<file path="src/hw/can_filt_pkg.sv">
// Shared constants and carrier types for the CAN interrupt and acceptance block.
// Assumes a byte-addressed 32-bit Avalon-MM register window and one core clock.
`default_nettype none
package can_filt_pkg;
    // ==========================================================
    // Register byte offsets
    localparam logic [7:0] MODE_OFS    = 8'h00; // Mode bits
    localparam logic [7:0] STATUS_OFS  = 8'h08; // Node error state
    localparam logic [7:0] IRQ_OFS     = 8'h0C; // Sticky flags, read clears
    localparam logic [7:0] IE_OFS      = 8'h10; // Interrupt enables
    localparam logic [7:0] ALC_OFS     = 8'h2C; // Arbitration-lost position
    localparam logic [7:0] ECC_OFS     = 8'h30; // Error code capture
    localparam logic [7:0] LIMIT_OFS   = 8'h34; // Error alarm limit
    localparam logic [7:0] CODE0_OFS   = 8'h40; // Code bytes 0..3 at +4 steps
    localparam logic [7:0] MASK0_OFS   = 8'h50; // Mask bytes 0..3 at +4 steps
    // ==========================================================
    // Field positions and reset values
    localparam int          MODE_FSEL_BIT = 3;      // filter_mode_select
    localparam int          MODE_EXT_BIT  = 7;      // Extended mode
    localparam logic [7:0]  LIMIT_RESET   = 8'h60;  // Alarm limit after reset
    localparam logic [8:0]  BASIC_LIMIT   = 9'h060; // Fixed limit in basic mode
    localparam logic [7:0]  FIFO_OVF_LVL  = 8'h60;  // Occupancy threshold
    localparam logic [8:0]  PASSIVE_LVL   = 9'h080; // Error passive from here
    localparam logic [8:0]  BUSOFF_LVL    = 9'h100; // Bus-off from here
    localparam logic [2:0]  STUFF_RUN     = 3'h6;   // Equal bits that are illegal
    // ==========================================================
    // Interrupt flag positions
    localparam int IRQ_RX = 0;
    localparam int IRQ_TX = 1;
    localparam int IRQ_ALARM = 2;
    localparam int IRQ_OVF = 3;
    localparam int IRQ_WAKE = 4;
    localparam int IRQ_PASSIVE = 5;
    localparam int IRQ_ARB = 6;
    localparam int IRQ_BUSERR = 7;
    // ==========================================================
    // Error classes held in error code capture bits 7:5
    typedef enum logic [2:0] {
        ERR_BIT   = 3'h0,
        ERR_STUFF = 3'h1,
        ERR_CRC   = 3'h2,
        ERR_FORM  = 3'h3,
        ERR_ACK   = 3'h4
    } err_kind_type;
    typedef enum logic [1:0] {
        NODE_ACTIVE  = 2'h0,
        NODE_PASSIVE = 2'h1,
        NODE_BUSOFF  = 2'h2
    } node_state_type;
    // ==========================================================
    // Received message summary from the bit stream processor
    typedef struct packed {
        logic        ide;   // Extended format
        logic        rtr;   // Remote request
        logic [3:0]  dlc;   // Data length code
        logic [28:0] id;    // Identifier, standard in 28:18
        logic [7:0]  data0; // First data byte
        logic [7:0]  data1; // Second data byte
    } frame_type;
    // Per-bit view of the bus from the bit stream processor
    typedef struct packed {
        logic        sample;    // One-cycle strobe per bus bit
        logic        rx_bit;    // Sampled bus level, 0 dominant
        logic        tx_bit;    // Level this node drives
        logic        tx_active; // Node is transmitter
        logic        stuff_bit; // Current bit is a stuff bit
        logic        bit_win;   // Bit-compare window
        logic        stuff_win; // SOF through CRC sequence
        logic        fixed_fld; // Fixed-form field bit
        logic        ack_slot;  // ACK slot bit
        logic        crc_chk;   // CRC compare strobe
        logic [14:0] crc_calc;  // Locally computed CRC
        logic [14:0] crc_rx;    // Received CRC sequence
        logic [4:0]  pos;       // Bit stream position
    } bitview_type;
    // Whole state of the block
    typedef struct packed {
        logic [7:0]       flags;   // Sticky interrupt flags
        logic [7:0]       ie;      // Enables
        logic [7:0]       mode;    // Mode register
        logic [7:0]       limit;   // error_alarm_limit
        logic [7:0]       alc;     // Arbitration-lost capture
        logic [7:0]       ecc;     // Error code capture
        logic [3:0][7:0]  code;    // accept_code_byte0..3
        logic [3:0][7:0]  mask;    // accept_mask_byte0..3
        logic             ack;     // Bus answer phase
        logic [31:0]      rdata;   // Read data
        logic [2:0]       run;     // Equal-level run length
        logic             last;    // Previous sampled level
        logic             alarm_q; // Previous alarm condition
        logic             pass_q;  // Previous passive condition
        logic             ovf_q;   // Previous overflow condition
        node_state_type   nstate;  // Node error state
    } state_type;
endpackage
`default_nettype wire

</file>
<file path="src/hw/can_irq_filter.sv">
// Interrupt, error classification and acceptance filter for a CAN controller.
// Assumes a bit stream processor supplying per-bit context, error counters,
// receive buffer occupancy and a message summary; Avalon-MM register slave.
//
// Behaviour
// - Interrupt output high until status read
// - Eight interrupt sources provided
// - Alarm on bus-off or count above limit
// - Overflow when buffer holds over 96
// - Passive interrupt at count 128 or more
// - Active, passive, bus-off from counters
// - Arbitration lost: interrupt, capture position
// - Bus error: interrupt, capture position
// - Bit error: driven differs from sampled
// - Six equal bits in stuffed region
// - Received CRC mismatch flags error
// - Illegal fixed field level flags error
// - Recessive ACK slot while sending
// - Mask bit one means do not care
// - No data: match through RTR suffices
// - Single standard: bytes 0,1hi,2,3
// - Single extended: all bytes, skip 3[1:0]
// - Dual: accept if either filter matches
// - Dual standard filter layouts
// - Dual standard no data passes filter one
// - Dual extended: base plus five bits
// - Mode bit one selects single filter
// - Alarm limit resets to 0x60
`default_nettype none
module can_irq_filter (
    input  wire logic                      core_clk_i,        // Core clock
    input  wire logic                      rst_n_i,           // Async reset, low
    input  wire logic [7:0]                avs_address_i,     // Byte address
    input  wire logic                      avs_read_i,        // Read request
    input  wire logic                      avs_write_i,       // Write request
    input  wire logic [31:0]               avs_writedata_i,   // Write data
    input  wire logic [3:0]                avs_byteenable_i,  // Byte lanes
    output logic      [31:0]               avs_readdata_o,    // Read data
    output logic                           avs_waitrequest_o, // Stall
    input  wire can_filt_pkg::bitview_type bit_i,             // Per-bit context
    input  wire logic                      arb_lost_i,        // Arbitration lost pulse
    input  wire logic                      tx_done_i,         // Transmit done pulse
    input  wire logic                      wake_i,            // Wakeup event pulse
    input  wire logic [8:0]                tec_i,             // Transmit error count
    input  wire logic [7:0]                rec_i,             // Receive error count
    input  wire logic [7:0]                rx_fill_i,         // Buffer occupancy
    input  wire logic                      rx_done_i,         // Message complete pulse
    input  wire can_filt_pkg::frame_type   frame_i,           // Message summary
    output logic                           store_o,           // Store this message
    output logic                           bus_err_o,         // Bus error pulse
    output logic [1:0]                     node_state_o,      // Error state
    output logic                           irq_o              // Interrupt request
);
    // ==========================================================
    // State
    can_filt_pkg::state_type s;      // Registered state
    can_filt_pkg::state_type next_s; // Next state
    // Helper terms
    logic         acc;        // Bus access completes this edge
    logic [7:0]   set;        // Flags raised this cycle
    logic         irq_clr;    // Status read completes
    logic         accept;     // Message passes filter
    logic         nodata;     // Message has no data bytes
    logic         err_any;    // Any bus error this bit
    logic [2:0]   err_kind;   // Class of that error
    logic         alarm_c;    // Alarm condition level
    logic         pass_c;     // Passive condition level
    logic         ovf_c;      // Overflow condition level
    logic [8:0]   lim;        // Active alarm limit
    logic [3:0][7:0] msg;     // Message bytes as filter sees them
    logic         f_single;   // Single filter result
    logic         f_one;      // Dual filter one result
    logic         f_two;      // Dual filter two result

    // Byte compare: masked bits always pass
    function automatic logic byte_ok(input logic [7:0] c, input logic [7:0] m, input logic [7:0] v);
        byte_ok = &(~(c ^ v) | m);
    endfunction

    // ==========================================================
    // Bus handshake: one wait cycle, answer on the second edge
    assign acc               = (avs_read_i | avs_write_i) & s.ack;
    assign avs_waitrequest_o = (avs_read_i | avs_write_i) & ~s.ack;
    assign avs_readdata_o    = s.rdata;
    assign irq_clr           = acc & avs_read_i & (avs_address_i == can_filt_pkg::IRQ_OFS);
    assign irq_o             = |s.flags;
    assign node_state_o      = s.nstate;

    // ==========================================================
    // Error classification of the current bus bit, bit error first
    always_comb begin
        err_any  = 1'b0;
        err_kind = can_filt_pkg::ERR_BIT;
        if (bit_i.sample) begin
            if (bit_i.bit_win && !bit_i.stuff_bit && (bit_i.rx_bit != bit_i.tx_bit)) begin
                err_any  = 1'b1;
                err_kind = can_filt_pkg::ERR_BIT;
            end else if (bit_i.stuff_win && (bit_i.rx_bit == s.last) &&
                         (s.run == can_filt_pkg::STUFF_RUN - 3'h1)) begin
                err_any  = 1'b1;
                err_kind = can_filt_pkg::ERR_STUFF;
            end else if (!bit_i.tx_active && bit_i.crc_chk && (bit_i.crc_calc != bit_i.crc_rx)) begin
                err_any  = 1'b1;
                err_kind = can_filt_pkg::ERR_CRC;
            end else if (!bit_i.tx_active && bit_i.fixed_fld && !bit_i.rx_bit) begin
                err_any  = 1'b1;
                err_kind = can_filt_pkg::ERR_FORM;
            end else if (bit_i.tx_active && bit_i.ack_slot && bit_i.rx_bit) begin
                err_any  = 1'b1;
                err_kind = can_filt_pkg::ERR_ACK;
            end
        end
    end
    assign bus_err_o = err_any;

    // ==========================================================
    // Counter thresholds; basic mode uses the fixed alarm limit
    assign lim     = s.mode[can_filt_pkg::MODE_EXT_BIT] ? {1'b0, s.limit} : can_filt_pkg::BASIC_LIMIT;
    assign alarm_c = (tec_i >= can_filt_pkg::BUSOFF_LVL) || (tec_i > lim) ||
                     ({1'b0, rec_i} > lim);
    assign pass_c  = (tec_i >= can_filt_pkg::PASSIVE_LVL) ||
                     ({1'b0, rec_i} >= can_filt_pkg::PASSIVE_LVL);
    assign ovf_c   = rx_fill_i > can_filt_pkg::FIFO_OVF_LVL;

    // ==========================================================
    // Acceptance filter
    assign nodata = frame_i.rtr || (frame_i.dlc == 4'h0);
    always_comb begin
        // Message bytes in filter order per format
        if (frame_i.ide) begin
            msg[0] = frame_i.id[28:21];
            msg[1] = frame_i.id[20:13];
            msg[2] = frame_i.id[12:5];
            msg[3] = {frame_i.id[4:0], frame_i.rtr, 2'h0};
        end else begin
            msg[0] = frame_i.id[28:21];
            msg[1] = {frame_i.id[20:18], frame_i.rtr, 4'h0};
            msg[2] = frame_i.data0;
            msg[3] = frame_i.data1;
        end
        f_single = 1'b0;
        f_one    = 1'b0;
        f_two    = 1'b0;
        if (frame_i.ide) begin
            // Extended single: bits 1:0 of byte 3 unused
            f_single = byte_ok(s.code[0], s.mask[0], msg[0]) &&
                       byte_ok(s.code[1], s.mask[1], msg[1]) &&
                       byte_ok(s.code[2], s.mask[2], msg[2]) &&
                       byte_ok(s.code[3], s.mask[3] | 8'h03, msg[3]);
            // Extended dual: base identifier and top extension bits
            f_one = byte_ok(s.code[0], s.mask[0], msg[0]) &&
                    byte_ok(s.code[1], s.mask[1], msg[1]);
            f_two = byte_ok(s.code[2], s.mask[2], msg[0]) &&
                    byte_ok(s.code[3], s.mask[3], msg[1]);
        end else begin
            // Standard single: low nibble of byte 1 unused
            f_single = byte_ok(s.code[0], s.mask[0], msg[0]) &&
                       byte_ok(s.code[1], s.mask[1] | 8'h0F, msg[1]) &&
                       (nodata || byte_ok(s.code[2], s.mask[2], msg[2])) &&
                       (nodata || (frame_i.dlc == 4'h1) ||
                        byte_ok(s.code[3], s.mask[3], msg[3]));
            // Standard dual one: first data byte split over two nibbles
            f_one = byte_ok(s.code[0], s.mask[0], msg[0]) &&
                    byte_ok(s.code[1] | 8'h0F, s.mask[1] | 8'h0F, msg[1] | 8'h0F) &&
                    (nodata || (byte_ok({s.code[1][3:0], s.code[3][3:0]},
                                        {s.mask[1][3:0], s.mask[3][3:0]},
                                        frame_i.data0)));
            // Standard dual two: identifier and RTR only
            f_two = byte_ok(s.code[2], s.mask[2], msg[0]) &&
                    byte_ok({s.code[3][7:4], 4'h0}, {s.mask[3][7:4], 4'hF}, msg[1]);
        end
    end
    assign accept  = s.mode[can_filt_pkg::MODE_FSEL_BIT] ? f_single : (f_one || f_two);
    assign store_o = rx_done_i && accept;

    // ==========================================================
    // Interrupt events; only enabled sources latch
    always_comb begin
        set = 8'h00;
        set[can_filt_pkg::IRQ_RX]      = rx_done_i && accept;
        set[can_filt_pkg::IRQ_TX]      = tx_done_i;
        set[can_filt_pkg::IRQ_ALARM]   = alarm_c && !s.alarm_q;
        set[can_filt_pkg::IRQ_OVF]     = ovf_c && !s.ovf_q;
        set[can_filt_pkg::IRQ_WAKE]    = wake_i;
        set[can_filt_pkg::IRQ_PASSIVE] = pass_c && !s.pass_q;
        set[can_filt_pkg::IRQ_ARB]     = arb_lost_i;
        set[can_filt_pkg::IRQ_BUSERR]  = err_any;
        set = set & s.ie;
    end

    // ==========================================================
    // Next state
    always_comb begin
        next_s = s;
        next_s.ack = (avs_read_i | avs_write_i) & ~s.ack;
        // Flags: only bits shown to software are cleared; a new set wins
        next_s.flags = (s.flags & ~(irq_clr ? s.rdata[7:0] : 8'h00)) | set;
        next_s.alarm_q = alarm_c;
        next_s.pass_q  = pass_c;
        next_s.ovf_q   = ovf_c;
        // Node state classification
        if (tec_i >= can_filt_pkg::BUSOFF_LVL) begin
            next_s.nstate = can_filt_pkg::NODE_BUSOFF;
        end else if (pass_c) begin
            next_s.nstate = can_filt_pkg::NODE_PASSIVE;
        end else begin
            next_s.nstate = can_filt_pkg::NODE_ACTIVE;
        end
        // Captures follow their events
        if (arb_lost_i) begin
            next_s.alc = {3'h0, bit_i.pos};
        end
        if (err_any) begin
            next_s.ecc = {err_kind, bit_i.pos};
        end
        // Run-length tracker for stuffing; reset outside the region
        if (bit_i.sample) begin
            next_s.last = bit_i.rx_bit;
            if (!bit_i.stuff_win || (bit_i.rx_bit != s.last)) begin
                next_s.run = 3'h1;
            end else if (s.run != can_filt_pkg::STUFF_RUN) begin
                next_s.run = s.run + 3'h1;
            end
        end
        // Read data fetched in the wait cycle
        if ((avs_read_i) && !s.ack) begin
            next_s.rdata = 32'h0000_0000;
            case (avs_address_i)
                can_filt_pkg::MODE_OFS:   next_s.rdata[7:0] = s.mode;
                can_filt_pkg::STATUS_OFS: next_s.rdata[1:0] = s.nstate;
                can_filt_pkg::IRQ_OFS:    next_s.rdata[7:0] = s.flags;
                can_filt_pkg::IE_OFS:     next_s.rdata[7:0] = s.ie;
                can_filt_pkg::ALC_OFS:    next_s.rdata[7:0] = s.alc;
                can_filt_pkg::ECC_OFS:    next_s.rdata[7:0] = s.ecc;
                can_filt_pkg::LIMIT_OFS:  next_s.rdata[7:0] = s.limit;
                default: begin
                    // Code and mask banks; other addresses read zero
                    if (avs_address_i[7:4] == can_filt_pkg::CODE0_OFS[7:4] && avs_address_i[1:0] == 2'h0) begin
                        next_s.rdata[7:0] = s.code[avs_address_i[3:2]];
                    end else if (avs_address_i[7:4] == can_filt_pkg::MASK0_OFS[7:4] &&
                                 avs_address_i[1:0] == 2'h0) begin
                        next_s.rdata[7:0] = s.mask[avs_address_i[3:2]];
                    end
                end
            endcase
        end
        // Writes take effect on the answering edge, lane 0 only
        if (acc && avs_write_i && avs_byteenable_i[0]) begin
            case (avs_address_i)
                can_filt_pkg::MODE_OFS:  next_s.mode  = avs_writedata_i[7:0];
                can_filt_pkg::IE_OFS:    next_s.ie    = avs_writedata_i[7:0];
                can_filt_pkg::LIMIT_OFS: next_s.limit = avs_writedata_i[7:0];
                default: begin
                    if (avs_address_i[7:4] == can_filt_pkg::CODE0_OFS[7:4] && avs_address_i[1:0] == 2'h0) begin
                        next_s.code[avs_address_i[3:2]] = avs_writedata_i[7:0];
                    end else if (avs_address_i[7:4] == can_filt_pkg::MASK0_OFS[7:4] &&
                                 avs_address_i[1:0] == 2'h0) begin
                        next_s.mask[avs_address_i[3:2]] = avs_writedata_i[7:0];
                    end
                end
            endcase
        end
    end

    // ==========================================================
    // State register; the alarm limit comes up at 0x60, run length and last level at one, all else cleared
    always_ff @(posedge core_clk_i or negedge rst_n_i) begin
        if (!rst_n_i) begin
            s       <= '0;
            s.limit <= can_filt_pkg::LIMIT_RESET;
            s.run   <= 3'h1;
            s.last  <= 1'b1;
        end else begin
            s <= next_s;
        end
    end
endmodule
`default_nettype wire

</file>
<file path="config.mk">
export PLATFORM = sky130hd
export DESIGN_NAME = can_irq_filter
export DESIGN_NICKNAME = d
export VERILOG_FILES = /design/src/hw/can_filt_pkg.sv /design/src/hw/can_irq_filter.sv
export SDC_FILE = /design/constraint.sdc
export NUM_CORES = 1
export LEC_CHECK = 0
export BUFFER_PORTS_ARGS = -buffer_cell sky130_fd_sc_hd__buf_2
export CORE_MARGIN = 3
export CORE_UTILIZATION = 38
export CTS_CLUSTER_DIAMETER = 50
export CTS_CLUSTER_SIZE = 24
export DETAILED_ROUTE_END_ITERATION = 6
export PLACE_DENSITY = 0.6
export SKIP_LAST_GASP = 1
export SLEW_MARGIN = 10
export SYNTH_ARGS = -nofsm -noshare
export SYNTH_HDL_FRONTEND = slang
export SYNTH_SLANG_ARGS = --single-unit
</file>
<file path="constraint.sdc">
create_clock -name core_clk_i -period 2.2 [get_ports core_clk_i]
set_input_delay 0.22 -clock core_clk_i [delete_from_list [all_inputs] [get_ports core_clk_i]]
set_output_delay 0.22 -clock core_clk_i [all_outputs]
set_load 0.02 [all_outputs]
</file>
==> qor_table.md, run 1 <==
| Step | Result | Value |
|---|---|---|
| clock network | Number of buffers inserted during clock tree synthesis | 17 |
| critical path | Critical Path Start Type | register |
| power | Sequential Power Share | 41.8% |
| floorplan | Standard-cell rows | 51 |
| sta | Highest clock frequency the design can meet | 0.407 GHz |
| final layout | Count of antenna diodes in the layout | 0 |
| floorplan | Die span in y | 148 um |
| clock network | CTS root buffer | sky130_fd_sc_hd__clkbuf_16 |
| placement | Weighted congestion at the end of routability-driven global placement | 0.862 |
| sta | Final WS setup | -0.256 ns |
| clock network | Worst-case clock buffer depth | 2 |
| yosys | Flops & latches, synth | 127 |
| sta | Hold violation count in the final report | 0 |
| power | Internal | 4.59 mW |
| placement | Post-DP HPWL | 16700 um |
| power | Worst supply voltage drop on vdd | 0.454 mV |
| yosys | Cell types with the highest counts after synthesis | 123 x sky130_fd_sc_hd__dfrtp_1, 98 x sky130_fd_sc_hd__mux2_2, 53 x sky130_fd_sc_hd__xnor2_1 |
| power | Static leakage | 4.64 nW |
| power | Design Power | 6.22 mW |
| sta | Total negative setup slack | -0.256 ns |
| route | Average vias per placed instance | 5.33 |
| final layout | Filler cells | 1843 |
| clock network | H-Tree Depth | 4 |
| power | Cell Pwr Density | 641 nW/um2 |
| floorplan | Std-Cell Core Area | 19700 um2 |
| yosys | Synthesized instance count | 676 |
| critical path | Critical path arrival | 2.24 ns |
| clock network | TritonCTS clock tree | yes |
| route | DR vias | 6097 |
| critical path | Beginning of the worst register-to-register path | s[137]$_DFFE_PN0P_ |
| route | Detail-routed net length per standard cell | 19.1 um |
| critical path | Critical path class | reg2out |
| critical path | R2R depth | 10 |
| clock network | Number of sinks driven by the clock tree | 127 |
| route | Drt pass-1 iters | 4 |
| critical path | Flop-to-flop setup slack | 0.14 ns |
| placement | Number of input and output port buffers inserted | 159 |
| route | Residual DRC count | 0 |
| clock network | Reg clk slew, reported paths | 0.06 ns |
| global routing | Sum of overflow across all layers after global routing | 0 |
| route | Post-route ant nets | 0 |
| sta | Setup-violating endpoint count in the final report | 1 |
| power | Switching share of total power | 26.1% |
| yosys | Synthesized area per cell | 11.4 um2 |
| sta | Worst clock skew | 0.00741 ns |
| route | Routed wire length | 21900 um |
| sta | Tightest Pin Transition | 0.551 ns |
| power | Relative contribution of combinational cells to total power | 15.2% |
| critical path | Data required time at the worst endpoint | 1.98 ns |
| power | Net load switching power | 1.62 mW |
| sta | Final period util | 112% |
| route | Detailed router's first-iteration violation count | 335 |
| clock network | Latest clock arrival within the worst-skew pair | 0.42 ns |
| yosys | Main flop type after synthesis | sky130_fd_sc_hd__dfrtp_1 |
| final layout | Layout cells sized above 1 | 44.3% |
| floorplan | DIE WIDTH | 148 um |
| outcome | Violated checks | setup timing |
| global routing | First-pass GRT wire length | 33900 um |
| yosys | Post-synth EDFFs | 0 |
| yosys | Area of the mapped netlist | 7680 um2 |
| yosys | Yosys Warn Count | 0 |
| yosys | Count of unique library cells instantiated by Yosys | 56 |
| floorplan | Starting utilization of the core area | 39.1% |
| critical path | Capturing point of the worst reg2reg path | s[148]$_DFF_PN0_ |
| job | Number of max-cap violations | 0 |
| global routing | Maximum number of pins on one net before global-route repair | 48 |
| sta | Headroom to the max-slew limit | 63.3% |
| final layout | Count of nets after finishing | 1060 |
| hold path | Hold EP | s[2]$_DFF_PN0_ |
| yosys | Share of the synthesized area in the top cell type | 40.1% |
| hold path | Hold path depth | 2 |
| global routing | Initial antenna violation count | 0 |
| yosys | Ranking of synthesized cells by area | sky130_fd_sc_hd__dfrtp_1 40%, sky130_fd_sc_hd__mux2_2 14%, sky130_fd_sc_hd__xnor2_1 6.0% |
| global routing | Overall global routing resource usage | 20.2% |
| sta | Setup repair after global routing missed its margin | true |
| floorplan | I/O pins | 211 |
| outcome | Outcome | complete, but fails checks |
| power | Clk pwr share | 43.1% |
| floorplan | Die footprint | 22000 um2 |
| final layout | Signed area change from the synthesized netlist to the final layout | 26.2% |
| yosys | Fraction of registers with async set or reset after synthesis | 100% |
| sta | Min Tclk post-route | 2.46 ns |
| critical path | Type of destination of the critical path | primary output |
| yosys | Cell with the most instances after synthesis | sky130_fd_sc_hd__dfrtp_1 |
| yosys | Sequential fraction of the synthesis area | 41.4% |
| hold path | Classification of the worst-slack hold path | in2reg |
| hold path | Worst Hold Launch | rx_fill_i[7] |
| global routing | Number of global-route vias before repair | 6091 |
| critical path | Critical path fanouts, max | 3 |
| sta | Number of pins with negative max-slew slack in the final report | 0 |
| yosys | Area leader, netlist | sky130_fd_sc_hd__dfrtp_1 |
## how the worst max path moves through the flow
stage	cells after the start	from	to	slack (ns)
detailed placement	8	s[137]$_DFFE_PN0P_	s[148]$_DFF_PN0_	-0.07
global placement	8	s[137]$_DFFE_PN0P_	s[148]$_DFF_PN0_	-0.04
finish	8	s[87]$_DFFE_PN0P_	store_o	-0.26
CTS	8	s[98]$_DFFE_PN0P_	store_o	-0.25
global route	8	s[75]$_DFFE_PN0P_	store_o	-0.37
floorplan	7	s[98]$_DFFE_PN0P_	s[146]$_DFF_PN0_	0.01
## worst max-delay path, stage by stage, from the launching register on
cell and delay (ns):
sky130_fd_sc_hd__dfrtp_1 0.40, sky130_fd_sc_hd__xnor2_1 0.23, sky130_fd_sc_hd__o22ai_1 0.14, sky130_fd_sc_hd__nor4_2 0.28, sky130_fd_sc_hd__o2111ai_1 0.16, sky130_fd_sc_hd__nand4b_1 0.21
sky130_fd_sc_hd__a21boi_2 0.15, sky130_fd_sc_hd__buf_4 0.13, sky130_fd_sc_hd__buf_6 0.11
## per-stage QoR
step	instances	util, %	hold slack, ns	setup slack (ns)	cell area (um2)
2_1_floorplan	699	-	-0.0756	0.0140	7770
3_5_place_dp	1102	45.2	0.240	-0.0739	8890
3_3_place_gp	1102	45.2	0.237	-0.0446	8890
4_1_cts	1141	48.7	0.00558	-0.253	9570
5_1_grt	1144	49.3	0.0105	-0.373	9690
6_report	1144	49.3	0.00956	-0.256	9690
## registers in the layout, indices dropped and copies added, names as in the netlist
register / cells
node_state_o: 2
s: 117
avs_readdata_o: 8
## timing repair
item	in CTS	in global routing
hold endpoints to repair	37	0
setup buffers	7	3
gates resized for setup	16	21
setup endpoints to repair	3	4
pin swaps	11	13
hold buffers	2	0
## final cells by class
class | instances | area (um2) | share of cell area, %
multi-input cells | 501 | 4310 | 44.5
flip-flops and latches | 127 | 3190 | 32.9
repair buffers | 210 | 1260 | 13.0
clock buffers | 25 | 505 | 5.22
well taps | 265 | 332 | 3.42
clock inverters | 5 | 55.1 | 0.568
inverters | 11 | 41.3 | 0.426
## cell families (layout without fill, tap and decap cells)
| logic type | Yosys count | count (layout) | share of synthesized area (%) |
|---|---|---|---|
| AO/OA/AOI/OAI | 108 | 108 | 10.0 |
| other | 1 | 24 | 0.0488 |
| adder cells (fa/ha/maj) | 19 | 19 | 3.09 |
| multiplexers | 147 | 147 | 23.4 |
| buffers and inverters | 71 | 251 | 5.31 |
| flip-flops | 127 | 127 | 41.4 |
| AND/OR/NAND/NOR | 134 | 134 | 8.80 |
| XOR/XNOR | 69 | 69 | 7.87 |
## power groups by stage
stage | Clock (mW) | Sequential [mW] | Combinational [mW]
2_1_floorplan | 0 | 2.59 | 0.597
3_3_place_gp | 0 | 2.63 | 0.889
3_5_place_dp | 0 | 2.63 | 0.901
4_1_cts | 2.72 | 2.60 | 0.936
5_1_grt | 2.83 | 2.61 | 1.04
6_report | 2.68 | 2.60 | 0.942
## routing by layer
layer / global-route usage [%] / share of wire [%] / vias to the layer above
li1: - / - / 2814
met3: 4.66 / 6.3 / 26
met5: 0 / 0 / -
met4: 5.59 / 1.5 / 0
met1: 28.0 / 45 / 3044
met2: 32.0 / 47 / 213
## layout by cell type (no fill, tap or decap), types with 4 or more instances in the layout
cell type                   instances
sky130_fd_sc_hd__xnor2_1           45
sky130_fd_sc_hd__a221oi_1           6
sky130_fd_sc_hd__a21oi_1           15
sky130_fd_sc_hd__buf_12             5
sky130_fd_sc_hd__mux2_2            98
sky130_fd_sc_hd__clkbuf_16         17
sky130_fd_sc_hd__a22o_1             9
sky130_fd_sc_hd__a21o_1             4
sky130_fd_sc_hd__nor2b_1           12
sky130_fd_sc_hd__nor2_1            37
sky130_fd_sc_hd__xnor2_2            8
sky130_fd_sc_hd__dfstp_2            4
sky130_fd_sc_hd__nor4_1             5
sky130_fd_sc_hd__ha_1              19
sky130_fd_sc_hd__o221ai_1           4
sky130_fd_sc_hd__buf_4             45
sky130_fd_sc_hd__dfrtp_1          120
sky130_fd_sc_hd__mux4_2            16
sky130_fd_sc_hd__buf_2            156
sky130_fd_sc_hd__inv_1             10
sky130_fd_sc_hd__nand3_1            9
sky130_fd_sc_hd__a31oi_1            5
sky130_fd_sc_hd__nor3_1             5
sky130_fd_sc_hd__mux2i_1           32
sky130_fd_sc_hd__o21ai_0            9
sky130_fd_sc_hd__a32oi_1            6
sky130_fd_sc_hd__clkbuf_8           5
sky130_fd_sc_hd__xor2_1            16
sky130_fd_sc_hd__conb_1            24
sky130_fd_sc_hd__nand2_1           37
sky130_fd_sc_hd__o22ai_1           23
sky130_fd_sc_hd__nand4_1            5
(Power assumes the default switching activity.)
==> run 2, diff against run 1 <==
--- a/config.mk
+++ b/config.mk
@@ -6,12 +6,14 @@
 export NUM_CORES = 1
 export LEC_CHECK = 0
 export BUFFER_PORTS_ARGS = -buffer_cell sky130_fd_sc_hd__buf_2
+export CELL_PAD_IN_SITES_DETAIL_PLACEMENT = 0
+export CELL_PAD_IN_SITES_GLOBAL_PLACEMENT = 2
 export CORE_MARGIN = 3
-export CORE_UTILIZATION = 38
+export CORE_UTILIZATION = 30
 export CTS_CLUSTER_DIAMETER = 50
 export CTS_CLUSTER_SIZE = 24
 export DETAILED_ROUTE_END_ITERATION = 6
-export PLACE_DENSITY = 0.6
+export PLACE_DENSITY = 0.73
 export SKIP_LAST_GASP = 1
 export SLEW_MARGIN = 10
 export SYNTH_ARGS = -nofsm -noshare
==> qor_table.md, run 2 (synthesis results as in run 1) <==
| Step | Result | Value |
|---|---|---|
| critical path | Critical-path cell list | xnor2_1 -> o22ai_1 -> or4_1 -> nand3_1 -> nand4b_1 -> a21boi_2 -> buf_4 -> buf_4 |
| route | Average vias per placed instance | 4.93 |
| hold path | Classification of the worst-slack hold path | in2reg |
| clock network | H-Tree Depth | 4 |
| power | Net load switching power | 1.67 mW |
| critical path | Cell mode on critical path | sky130_fd_sc_hd__buf_4 |
| critical path | Type of destination of the critical path | primary output |
| final layout | Signed area change from the synthesized netlist to the final layout | 28.7% |
| clock network | TritonCTS clock tree | yes |
| floorplan | I/O pins | 211 |
| route | Detailed router's first-iteration violation count | 407 |
| sta | Hold violation count in the final report | 0 |
| route | Routed wire length | 23700 um |
| sta | Headroom to the max-slew limit | 56.4% |
| sta | Final period util | 114% |
| global routing | Overall global routing resource usage | 17.1% |
| final layout | Layout cells sized above 1 | 44.8% |
| critical path | Critical Path Start Type | register |
| power | Worst supply voltage drop on vdd | 0.473 mV |
| global routing | Maximum number of pins on one net before global-route repair | 46 |
| power | Cell Pwr Density | 641 nW/um2 |
| job | Number of max-cap violations | 0 |
| power | Static leakage | 4.72 nW |
| floorplan | Starting utilization of the core area | 31.0% |
| final layout | Count of nets after finishing | 1078 |
| critical path | Beginning of the worst register-to-register path | s[137]$_DFFE_PN0P_ |
| power | Sequential Power Share | 40.9% |
| power | Relative contribution of combinational cells to total power | 15.4% |
| sta | Setup-violating endpoint count in the final report | 1 |
| final layout | Most used cells in the layout excluding fill and tap cells | 156 x sky130_fd_sc_hd__buf_2, 121 x sky130_fd_sc_hd__dfrtp_1, 98 x sky130_fd_sc_hd__mux2_2 |
| clock network | Worst-case clock buffer depth | 2 |
| floorplan | Die span in y | 166 um |
| final layout | Largest reg by FF count | s |
| floorplan | Standard-cell rows | 57 |
| placement | Area after detailed placement | 9130 um2 |
| placement | Weighted congestion at the end of routability-driven global placement | 0.834 |
| route | Post-route ant nets | 0 |
| route | Drt pass-1 iters | 5 |
| sta | Setup repair after global routing missed its margin | true |
| clock network | Reg clk slew, reported paths | 0.06 ns |
| critical path | Worst-path cell with the longest stage delay | sky130_fd_sc_hd__or4_1 |
| final layout | Leading cell type in the layout, fill and taps excluded | sky130_fd_sc_hd__buf_2 |
| global routing | Number of global-route vias before repair | 6256 |
| placement | Number of input and output port buffers inserted | 159 |
| global routing | Sum of overflow across all layers after global routing | 0 |
| critical path | Crit path launch | s[98]$_DFFE_PN0P_ |
| sta | Tightest Pin Transition | 0.654 ns |
| global routing | Initial antenna violation count | 1 |
| critical path | Peak per-stage delay on the critical path | 0.56 ns |
| sta | Number of pins with negative max-slew slack in the final report | 0 |
| critical path | Critical path fanouts, max | 2 |
| final layout | Count of antenna diodes in the layout | 0 |
| final layout | Area of all placed cells without fillers | 9890 um2 |
| critical path | Critical path arrival | 2.28 ns |
| route | Detail-routed net length per standard cell | 19.4 um |
| route | DR vias | 6032 |
| power | Clk pwr share | 43.7% |
| clock network | CTS root buffer | sky130_fd_sc_hd__clkbuf_16 |
| clock network | Number of buffers inserted during clock tree synthesis | 17 |
| clock network | Latest clock arrival within the worst-skew pair | 0.41 ns |
| floorplan | DIE WIDTH | 166 um |
| critical path | Critical path class | reg2out |
| sta | Min Tclk post-route | 2.50 ns |
| floorplan | Die footprint | 27600 um2 |
| route | Residual DRC count | 0 |
| hold path | Worst Hold Launch | rx_fill_i[7] |
| final layout | Largest register FFs | 117 |
| sta | Worst clock skew | 0.00836 ns |
| outcome | Outcome | complete, but fails checks |
| clock network | Number of sinks driven by the clock tree | 127 |
| sta | Highest clock frequency the design can meet | 0.400 GHz |
| power | Switching share of total power | 26.3% |
| outcome | Violated checks | setup timing |
| power | Internal | 4.67 mW |
| critical path | Data required time at the worst endpoint | 1.98 ns |
| sta | Smallest hold slack | 0.0342 ns |
| sta | Final WS setup | -0.299 ns |
| placement | Post-DP HPWL | 18400 um |
| global routing | First-pass GRT wire length | 36500 um |
| floorplan | Std-Cell Core Area | 24700 um2 |
## run 2: repair_timing
item                                   in CTS  in global routing
endpoints found under the hold margin      43                  0
gates resized for setup                    18                  8
pin swaps                                  10                  6
buffers inserted                            5                  1
setup endpoints to repair                   4                  3
hold buffers                                2                  0
## run 2: critical path: cells and delay by family, from the launching register on
family | cells | cell delay, ns
xor+xnor | 1 | 0.17
buf+inv | 2 | 0.26
compound gates | 2 | 0.27
simple gates | 3 | 0.77
flops | 1 | 0.39
## run 2: routing by layer
layer	vias to the layer above	track usage, %	part of all wire (%)	wire (um)
li1	2862	-	-	-
met1	2962	23.4	46	10800
met2	189	27.7	48	11400
met3	17	3.36	5.3	1250
met4	2	4.52	1.2	284
met5	-	0	0.034	8
## run 2: worst paths after layout
check,to,slack [ns],depth (start not counted)
min in group asynchronous,s[99]$_DFFE_PN0P_,0.38,2
max in group asynchronous,s[127]$_DFFE_PN1P_,1.02,3
hold / removal,s[2]$_DFF_PN0_,0.03,2
setup / recovery,store_o,-0.30,8
setup reg to reg,s[148]$_DFF_PN0_,0.09,8
hold reg to reg,s[131]$_DFFE_PN0P_,0.50,1
## run 2: power groups by stage
stage          clock (mW)  sequential [mW]  combinational (mW)
3_5_place_dp            0             2.63               0.936
6_report             2.77             2.59               0.973
5_1_grt              2.95             2.61                1.07
3_3_place_gp            0             2.63               0.927
4_1_cts              2.82             2.59               0.970
2_1_floorplan           0             2.59               0.597
## run 2: through the flow
stage | power [mW] | util (%) | TNS [ns] | worst slack, ns | std cells
final | 6.33 | 40.0 | -0.299 | -0.299 | 1223
after global routing | 6.63 | 40.0 | -0.417 | -0.406 | 1223
after CTS | 6.38 | 39.8 | -0.300 | -0.300 | 1222
after detailed placement | 3.57 | 36.9 | -0.218 | -0.0948 | 1184
after global placement | 3.55 | 36.9 | -0.233 | -0.0860 | 1184
after floorplan | 3.19 | - | 0 | 0.0140 | 699
## run 2: layout make-up
class                      instances  area (um2)
clock buffer                      21         470
inverter                          11        41.3
multi-input combinational        501        4280
tap                              324         405
timing repair buffer             228        1390
sequential                       127        3190
fill                            2442       14900
clock inverter                    11         114
